<file path="config.mk">
export PLATFORM = sky130hd
export DESIGN_NAME = ude_top
export DESIGN_NICKNAME = d
export VERILOG_FILES = /design/src/logic/ude_pkg.sv /design/src/logic/ude_strobe.sv /design/src/logic/ude_top.sv
export SDC_FILE = /design/constraint.sdc
export NUM_CORES = 1
export LEC_CHECK = 0
export ABC_AREA = 1
export BUFFER_PORTS_ARGS = -buffer_cell sky130_fd_sc_hd__buf_4
export CAP_MARGIN = 20
export CORE_MARGIN = 3
export CORE_UTILIZATION = 25
export DETAILED_ROUTE_END_ITERATION = 6
export SYNTH_ARGS = -nofsm -noshare
export SYNTH_HDL_FRONTEND = slang
export SYNTH_HIERARCHICAL = 1
export SYNTH_SLANG_ARGS = --single-unit
</file>
<file path="constraint.sdc">
create_clock -name mclk -period 1.27 [get_ports mclk]
set_input_delay 0.254 -clock mclk [delete_from_list [all_inputs] [get_ports mclk]]
set_output_delay 0.254 -clock mclk [all_outputs]
set_load 0.02 [all_outputs]
</file>
<file path="src/logic/ude_pkg.sv">
// Constants, field layouts and carrier types for the DMA ready and modem pin logic.
package ude_pkg;

    // ------------------------------------------------------------
    // Widths and sizes
    // ------------------------------------------------------------
    localparam int ADDR_W = 3;
    localparam int DATA_W = 8;
    localparam int LVL_W = 5;
    localparam int FIFO_DEPTH = 16;

    // ------------------------------------------------------------
    // Register offsets
    // ------------------------------------------------------------
    localparam logic [ADDR_W-1:0] OFS_DATA = 3'h0;
    localparam logic [ADDR_W-1:0] OFS_FIFO_CTRL = 3'h2;
    localparam logic [ADDR_W-1:0] OFS_MODEM_CTRL = 3'h4;
    localparam logic [ADDR_W-1:0] OFS_STATUS = 3'h5;

    // ------------------------------------------------------------
    // Field positions
    // ------------------------------------------------------------
    localparam int FC_FIFO_EN = 0;
    localparam int FC_DMA_SEL = 3;
    localparam int MC_DTR = 0;
    localparam int MC_RTS = 1;
    localparam int MC_OUT1 = 2;
    localparam int MC_OUT2 = 3;
    localparam int MC_LOOP = 4;
    localparam int ST_RX_AVAIL = 0;
    localparam int ST_TX_FULL = 1;
    localparam int ST_DMA_M1 = 2;
    localparam int ST_RX_RDY = 3;
    localparam int ST_TX_RDY = 4;

    // ------------------------------------------------------------
    // Reset values and write masks
    // ------------------------------------------------------------
    localparam logic [DATA_W-1:0] FIFO_CTRL_RST = 8'h00;
    localparam logic [DATA_W-1:0] MODEM_CTRL_RST = 8'h00;
    localparam logic [DATA_W-1:0] DATA_RST = 8'h00;
    localparam logic [7:0] FIFO_CTRL_MASK = 8'h09;
    localparam logic [7:0] MODEM_CTRL_MASK = 8'h1f;

    // ------------------------------------------------------------
    // Types
    // ------------------------------------------------------------
    typedef enum logic [1:0] {
        UDE_RX_WAIT = 2'b00,
        UDE_RX_SERVE = 2'b01
    } ude_rx_state_t;

    typedef struct packed {
        logic trigger_hit;
        logic timeout_hit;
    } ude_rx_event_t;

    typedef struct packed {
        logic [LVL_W-1:0] rx_level;
        logic [LVL_W-1:0] tx_level;
    } ude_fill_t;

endpackage

</file>
<file path="src/logic/ude_strobe.sv">
// Dual-polarity strobe qualifier gated by chip select.
`timescale 1ns/10ps
module ude_strobe (
    input wire logic chip_select,
    input wire logic strobe_n,
    input wire logic strobe_p,
    output logic active
);

    // Either polarity counts; the unused one must sit at its idle level.
    assign active = chip_select & (~strobe_n | strobe_p);

endmodule

</file>
<file path="src/logic/ude_top.sv">
// DMA ready outputs, request-to-send, serial output idle and host strobes.
//
// Operation
// - Request-to-send low when its control bit set; high on reset, loop, or bit cleared.
// - FIFO mode picks DMA mode by select bit; character mode always uses mode 0.
// - Mode 0: receive ready low while any character held, high once none remain.
// - Mode 1: receive ready low at trigger or timeout, high only when empty.
// - Mode 0 transmit gives single transfers: one character moved per ready assertion.
// - Mode 1 transmit: DMA writes characters in a burst until the FIFO is full.
// - Master reset forces the serial output to the marking high level.
// - Selected chip plus either write strobe writes the bus into the addressed register.
// - Selected chip plus either read strobe puts addressed register contents on the bus.
`timescale 1ns/10ps
module ude_top #(
    parameter int FIFO_DEPTH = ude_pkg::FIFO_DEPTH
) (
    input wire logic mclk,
    input wire logic sys_rst,
    input wire logic chip_select,
    input wire logic [ude_pkg::ADDR_W-1:0] addr,
    input wire logic [ude_pkg::DATA_W-1:0] data_in,
    output logic [ude_pkg::DATA_W-1:0] data_out,
    output logic data_oe,
    input wire logic write_strobe_n,
    input wire logic write_strobe_p,
    input wire logic read_strobe_n,
    input wire logic read_strobe_p,
    input wire ude_pkg::ude_fill_t fill,
    input wire ude_pkg::ude_rx_event_t rx_event,
    input wire logic [ude_pkg::DATA_W-1:0] rx_data,
    output logic rx_pop,
    output logic [ude_pkg::DATA_W-1:0] tx_data,
    output logic tx_push,
    input wire logic tx_serial_bit,
    output logic serial_out,
    output logic rts_n,
    output logic rx_dma_ready_n,
    output logic tx_dma_ready_n
);

    // ------------------------------------------------------------
    // Elaboration checks
    // ------------------------------------------------------------
    generate
        if (FIFO_DEPTH < 1 || FIFO_DEPTH >= (1 << ude_pkg::LVL_W)) begin : g_bad_depth
            $error("FIFO_DEPTH does not fit the fill level width");
        end
    endgenerate

    localparam logic [ude_pkg::LVL_W-1:0] DEPTH_LVL = ude_pkg::LVL_W'(FIFO_DEPTH);

    // ------------------------------------------------------------
    // Host strobes
    // ------------------------------------------------------------
    logic wr_hit;
    logic rd_hit;

    ude_strobe u_write_strobe (
        .chip_select(chip_select),
        .strobe_n(write_strobe_n),
        .strobe_p(write_strobe_p),
        .active(wr_hit)
    );

    ude_strobe u_read_strobe (
        .chip_select(chip_select),
        .strobe_n(read_strobe_n),
        .strobe_p(read_strobe_p),
        .active(rd_hit)
    );

    // ------------------------------------------------------------
    // Address decode
    // ------------------------------------------------------------
    wire sel_data = (addr == ude_pkg::OFS_DATA);
    wire sel_fifo_ctrl = (addr == ude_pkg::OFS_FIFO_CTRL);
    wire sel_modem_ctrl = (addr == ude_pkg::OFS_MODEM_CTRL);
    wire sel_status = (addr == ude_pkg::OFS_STATUS);
    wire wr_fifo_ctrl = wr_hit & sel_fifo_ctrl;
    wire wr_modem_ctrl = wr_hit & sel_modem_ctrl;
    wire wr_data = wr_hit & sel_data;
    wire rd_data = rd_hit & sel_data;

    // ------------------------------------------------------------
    // Control registers
    // ------------------------------------------------------------
    logic [ude_pkg::DATA_W-1:0] fifo_ctrl_q;
    logic [ude_pkg::DATA_W-1:0] modem_ctrl_q;

    always_ff @(posedge mclk) begin
        if (sys_rst) begin
            fifo_ctrl_q <= ude_pkg::FIFO_CTRL_RST;
            modem_ctrl_q <= ude_pkg::MODEM_CTRL_RST;
        end else begin
            if (wr_fifo_ctrl) begin
                fifo_ctrl_q <= data_in & ude_pkg::FIFO_CTRL_MASK;
            end
            if (wr_modem_ctrl) begin
                modem_ctrl_q <= data_in & ude_pkg::MODEM_CTRL_MASK;
            end
        end
    end

    wire fifo_enable_bit = fifo_ctrl_q[ude_pkg::FC_FIFO_EN];
    wire dma_mode_select_bit = fifo_ctrl_q[ude_pkg::FC_DMA_SEL];
    wire loop_mode = modem_ctrl_q[ude_pkg::MC_LOOP];
    // The select bit is ignored in character mode, so mode 1 needs both bits.
    wire dma_mode1 = fifo_enable_bit & dma_mode_select_bit;

    // ------------------------------------------------------------
    // Fill state
    // ------------------------------------------------------------
    wire rx_empty = (fill.rx_level == '0);
    wire tx_empty = (fill.tx_level == '0);
    wire tx_full = (fill.tx_level >= DEPTH_LVL);
    wire rx_arm = rx_event.trigger_hit | rx_event.timeout_hit;

    // ------------------------------------------------------------
    // Receive ready
    // ------------------------------------------------------------
    ude_pkg::ude_rx_state_t rx_state_q;
    ude_pkg::ude_rx_state_t rx_state_d;

    always_comb begin
        rx_state_d = rx_state_q;
        case (rx_state_q)
            ude_pkg::UDE_RX_WAIT: begin
                if (!rx_empty && (!dma_mode1 || rx_arm)) begin
                    rx_state_d = ude_pkg::UDE_RX_SERVE;
                end
            end
            ude_pkg::UDE_RX_SERVE: begin
                // Once raised, only an empty receiver drops the request.
                if (rx_empty) begin
                    rx_state_d = ude_pkg::UDE_RX_WAIT;
                end
            end
            default: begin
                rx_state_d = ude_pkg::UDE_RX_WAIT;
            end
        endcase
    end

    wire rx_ready_n_d = (rx_state_d != ude_pkg::UDE_RX_SERVE);

    // ------------------------------------------------------------
    // Transmit ready
    // ------------------------------------------------------------
    // Mode 0 asks for one character into an empty holding stage; mode 1 keeps asking until full.
    wire tx_ready_n_d = dma_mode1 ? tx_full : !tx_empty;

    // ------------------------------------------------------------
    // Modem pins and serial output
    // ------------------------------------------------------------
    wire rts_n_d = loop_mode | ~modem_ctrl_q[ude_pkg::MC_RTS];
    // Loop mode turns the line back inward, so the pin idles at marking.
    wire serial_out_d = loop_mode | tx_serial_bit;

    // ------------------------------------------------------------
    // Read mux
    // ------------------------------------------------------------
    wire [ude_pkg::DATA_W-1:0] status_word = {
        3'h0,
        ~tx_dma_ready_n,
        ~rx_dma_ready_n,
        dma_mode1,
        tx_full,
        ~rx_empty
    };
    logic [ude_pkg::DATA_W-1:0] read_word;

    always_comb begin
        if (sel_data) begin
            read_word = rx_data;
        end else if (sel_fifo_ctrl) begin
            read_word = fifo_ctrl_q;
        end else if (sel_modem_ctrl) begin
            read_word = modem_ctrl_q;
        end else if (sel_status) begin
            read_word = status_word;
        end else begin
            read_word = 8'h00;
        end
    end

    // ------------------------------------------------------------
    // Output flops
    // ------------------------------------------------------------
    always_ff @(posedge mclk) begin
        if (sys_rst) begin
            rx_state_q <= ude_pkg::UDE_RX_WAIT;
            rx_dma_ready_n <= 1'b1;
            tx_dma_ready_n <= 1'b1;
            rts_n <= 1'b1;
            serial_out <= 1'b1;
            data_out <= ude_pkg::DATA_RST;
            data_oe <= 1'b0;
            rx_pop <= 1'b0;
            tx_push <= 1'b0;
            tx_data <= ude_pkg::DATA_RST;
        end else begin
            rx_state_q <= rx_state_d;
            rx_dma_ready_n <= rx_ready_n_d;
            tx_dma_ready_n <= tx_ready_n_d;
            rts_n <= rts_n_d;
            serial_out <= serial_out_d;
            data_out <= rd_hit ? read_word : 8'h00;
            data_oe <= rd_hit;
            rx_pop <= rd_data & ~rx_empty;
            // A write into a full transmitter is dropped, as a real FIFO would overrun.
            tx_push <= wr_data & ~tx_full;
            if (wr_data) begin
                tx_data <= data_in;
            end
        end
    end
endmodule

</file>
# After elaboration in Yosys (flattened, before gate mapping)
# Cells that the tools add are included.
# op_classes
n_bitwise,22
n_eq_ne,5
magnitude_cmp,1
reduce_logical,10
mux,8
# ops
operator,count
$mux 5,3
$logic_not 5->1,2
$and 1x1->1,9
$mux 8,1
$not 1->1,8
$eq 3x3->1 const B,2
$ge 5x5->1 const B,1
$or 1x1->1,5
$mux 2,2
$pmux 2 s2,1
$eq 3x2->1 const B,1
$logic_not 1->1,3
$logic_not 3->1,1
$eq 2x1->1 const B,1
$logic_not 2->1,1
$ne 2x1->1 const B,1
$reduce_or 2->1,1
$logic_and 1x1->1,1
$logic_or 1x1->1,1
$mux 1,1
# totals
inputBits,39
ff_bits,32
out_inout_bits,23
wordCells,58

# Depth between registers and ports, before layout
# logic_depth
depth_word,7
depth_mapped,8
ltp_nobuf,8

# By module
# The synthesis kept the hierarchy.
# modules_own_cells
module,cells_each,n_inst,area_per_inst_um2,seq_area_each_um2
ude_top,170,1,1251.2,640.6
ude_strobe,3,2,16.3,0.0

# Least setup slack after synthesis
# Ideal clock, no wire load.
# synth_path
kind,input port to flip-flop
startpoint,input write_strobe_p
endpoint,register modem_ctrl_q[0] (netlist bit)
arrival_ns,0.931
required_time_ns,1.154
setup_slack_ns,0.223
path_buffers,1
setup_time_ns,0.116
path_stages,6
cell_sequence,inv_1 -> a21oi_2 -> buf_2 -> nand2_2 -> nor2_1 -> nor2_1
# synth_via
elab_chain_len,3
# synth_lines
element,line,rtl
"start, declared",ude_top.sv:25,"input wire logic write_strobe_p,"
$or 1x1->1,ude_strobe.sv:11,assign active = chip_select & (~strobe_n | strobe_p);
$and 1x1->1,ude_strobe.sv:11,
net wr_hit,ude_top.sv:55,logic wr_hit;
$and 1x1->1,ude_top.sv:80,wire wr_modem_ctrl = wr_hit & sel_modem_ctrl;
"end signal, assigned",ude_top.sv:93,modem_ctrl_q <= ude_pkg::MODEM_CTRL_RST;
"end signal, assigned",ude_top.sv:99,modem_ctrl_q <= data_in & ude_pkg::MODEM_CTRL_MASK;
"end, declared",ude_top.sv:88,logic [ude_pkg::DATA_W-1:0] modem_ctrl_q;
# The timed path passes the listed nets, and every way through them passes these cells.
# A chain may end at the register's enable or synchronous reset.

# Worst setup path in the final report
# layout_path
startpoint,register tx_data[0] (netlist bit)
endpoint,output tx_data[0] (netlist bit)
# layout_lines
element,line,rtl
"start, declared",ude_top.sv:32,"output logic [ude_pkg::DATA_W-1:0] tx_data,"
"start signal, assigned",ude_top.sv:200,tx_data <= ude_pkg::DATA_RST;
"start signal, assigned",ude_top.sv:213,tx_data <= data_in;
# No word-level cell between the ends.

==> results.md <==
- Reg clk slew, reported paths: 0.07 ns
- Critical path's top delay family: flip-flops
- Max-Cap Viols: 0
- Clk sinks: 32
- Quantity of gates resized following cts: 0
- Element type at the critical path end: output pin
- CTS tree: done
- Routed WL per cell: 10.4 microns
- Register bit total from synthesis: 32
- # fillers: 522
- Number of diodes: 0
- Crit Path Category: reg2out
- CTS Buf Count: 5
- Cells after Synth: 176
- Combinational share of power: 12.6%
- Initial core utilization: 26.5%
- Final ANT Viol Nets: 0
- Post-synthesis cell type count: 21
- Core region area: 4850 sq um
- FMAX: 981 MHz
- Most frequent cells after synthesis: 44 x nand2_1, 32 x dfxtp_1, 30 x nor2_1
- WP data required: 1.02 ns
- Power share of the clock group: 35.6%
- Critical-path maximum fanout: 2
- Mapped Area: 1280 sq um
- Final Cycle Share: 80.2%
- Top-area cell type share of the netlist area: 49.9%
- Min-delay src: tx_serial_bit
- Fin. max-slew vios: 0
- Worst VDD drop: 487 uV
- Vias in the first global route: 1202
- P_leak: 0.994 nW
- DRT Pass-1 Iters: 4
- GRT Resource Usage Total: 10.9%
- NumNets Final: 285
- Critical-path cell list: buf_4
- Die ar.: 6030 sq um
- Pwr dens: 1040 nW/um^2
- RSZ-0062 raised after global routing: no
- Area delta synth->final: 49.9%
- Final WL: 3250 microns
- Die Height: 77.7 microns
- Syn nets: 215
- Non-Filler Instances: 313
- Die width: 77.7 microns
- Via count: 1253
- Footprint of the multi-input gates: 542 sq um
- Worst Skew: 0.00625 ns
- Setup_tns: 0 ns
- P_sw: 0.000478 W
- Post-CTS Setup Repair Bufs: 0
- Clock Tree Root: clkbuf_8
- I/O Buffers: 61
- First-pass GRT wire length: 5210 microns
- Total I/O pin count: 62
- CP arrival: 0.76 ns
- GRT overflow: 0
- Worst min path class: in2reg
- Seq/Total Area, Yosys: 49.9%
- CP Launch Point: tx_data[0]
- Leading post-synthesis cells by cell area: dfxtp_1 50%, nand2_1 13%, nor2_1 8.8%
- Reg area: 641 sq um
- # hold bufs at CTS: 0
- Remaining DRCs: 0
- Status: complete, no violations
- Post-Place Cells: 306
- Worst-skew pair later-pin latency: 0.28 ns
- Via-to-Cell Ratio: 4.00
- YS warnings: 6
- Ys flop type: dfxtp_1
- Part of the power in registers: 51.7%
- Row count: 25
- Leading area contributor after synthesis: dfxtp_1
- Max incr delay on CP: 0.34 ns
- Largest net degree at the start of global routing: 12
- H-tree depth: 2
- CP Launch Type: flip-flop
- Top-count cell post-synth: nand2_1
- Post-DP HPWL: 2610 microns
- Crit path buf inv count: 1
- Flop2flop setup slack: 0.36 ns
- Drt initial violations: 54
- Layout cell share with drive strength beyond 1: 34.1%
- Final setup fails: 0
- Slowest cell on crit path: dfxtp_1
- Async SR Flop Fraction: 0%
- Post-layout min period: 1.02 ns
- Final Hold Viols: 0
- Mean Syn Cell Area: 7.29 sq um
- RePlAce Congestion: 0.866
- Sw Share: 23.8%
- Pint: 0.00153 W
- RR Startpoint: fifo_ctrl_q[0]
- Initial antenna violation count: 0
- Longest Clk Path Bufs: 2
- Post-synth EDFFs: 0
==> area by class of cell <==
class,count,area share [%]
clock buffer,6,3.77
clock inverter,1,0.260
inverter,24,4.81
multi-input combinational,118,28.2
sequential,32,33.3
tap,67,4.36
timing repair buffer,65,25.4
==> flip-flops by register name, summed over array words and instances (netlist names) <==
name            flops
rx_dma_ready_n      1
data_oe             1
rts_n               1
data_out            8
tx_data             8
tx_dma_ready_n      1
modem_ctrl_q        5
fifo_ctrl_q         2
rx_state_q          2
serial_out          1
rx_pop              1
tx_push             1
==> cell families (layout without fill, tap and decap cells) <==
family	Yosys count	after routing	synth area share (%)
compound gates	20	20	8.38
other cells	1	1	0.292
flops	32	32	49.9
simple gates	97	97	33.5
buf+inv	26	96	7.89
==> metal layers <==
layer  wire, microns  track usage [%]  part of all wire (%)
met4              39             3.20                   1.2
met5               0                0                     0
met2            1490             17.3                    46
met1            1490             13.4                    46
met3             234             4.41                   7.2
==> cell usage in the layout (no fill, tap or decap), types with 2 or more instances in the layout <==
cell	n
nor2_1	30
nand2_4	2
o21ai_0	8
nand3_1	11
nor2_4	2
nand2_2	2
dfxtp_1	32
nand2_1	44
inv_1	21
nor3_1	2
clkbuf_8	5
inv_2	2
buf_4	65
a21oi_2	2
a21oi_1	10
==> metrics by stage <==
step | setup WS (ns) | utilization, % | hold WS, ns | area [sq um] | power (W)
finish | 0.251 | 39.7 | 0.148 | 1920 | 0.00201
global route | 0.209 | 39.7 | 0.138 | 1920 | 0.00211
CTS | 0.239 | 39.7 | 0.139 | 1920 | 0.00205
detailed placement | 0.115 | 38.1 | 0.406 | 1850 | 0.00132
global placement | 0.115 | 38.1 | 0.406 | 1850 | 0.00132
floorplan | 0.223 | - | 0.324 | 1280 | 0.00116
==> worst paths after layout <==
kind,end,cells after the start
setup reg to reg,rx_state_q[0],4
hold / removal,serial_out,3
setup / recovery,tx_data[0],1
hold reg to reg,rts_n,1
==> worst reg2reg max path: cells and delay by family (launching register included) <==
| family | cells | cell delay [ns] |
|---|---|---|
| flip-flops | 1 | 0.35 |
| buffers and inverters | 1 | 0.12 |
| AND/OR/NAND/NOR | 3 | 0.33 |
==> power by group through the flow <==
| stage | Clock [W] | Sequential (W) | Combinational, W |
|---|---|---|---|
| after floorplan | 0 | 0.00108 | 0.0000863 |
| after global placement | 0 | 0.00106 | 0.000256 |
| after detailed placement | 0 | 0.00106 | 0.000256 |
| after CTS | 0.000750 | 0.00104 | 0.000257 |
| after global routing | 0.000792 | 0.00104 | 0.000280 |
| final | 0.000716 | 0.00104 | 0.000254 |
No activity file was read; power rests on OpenSTA's default activity.
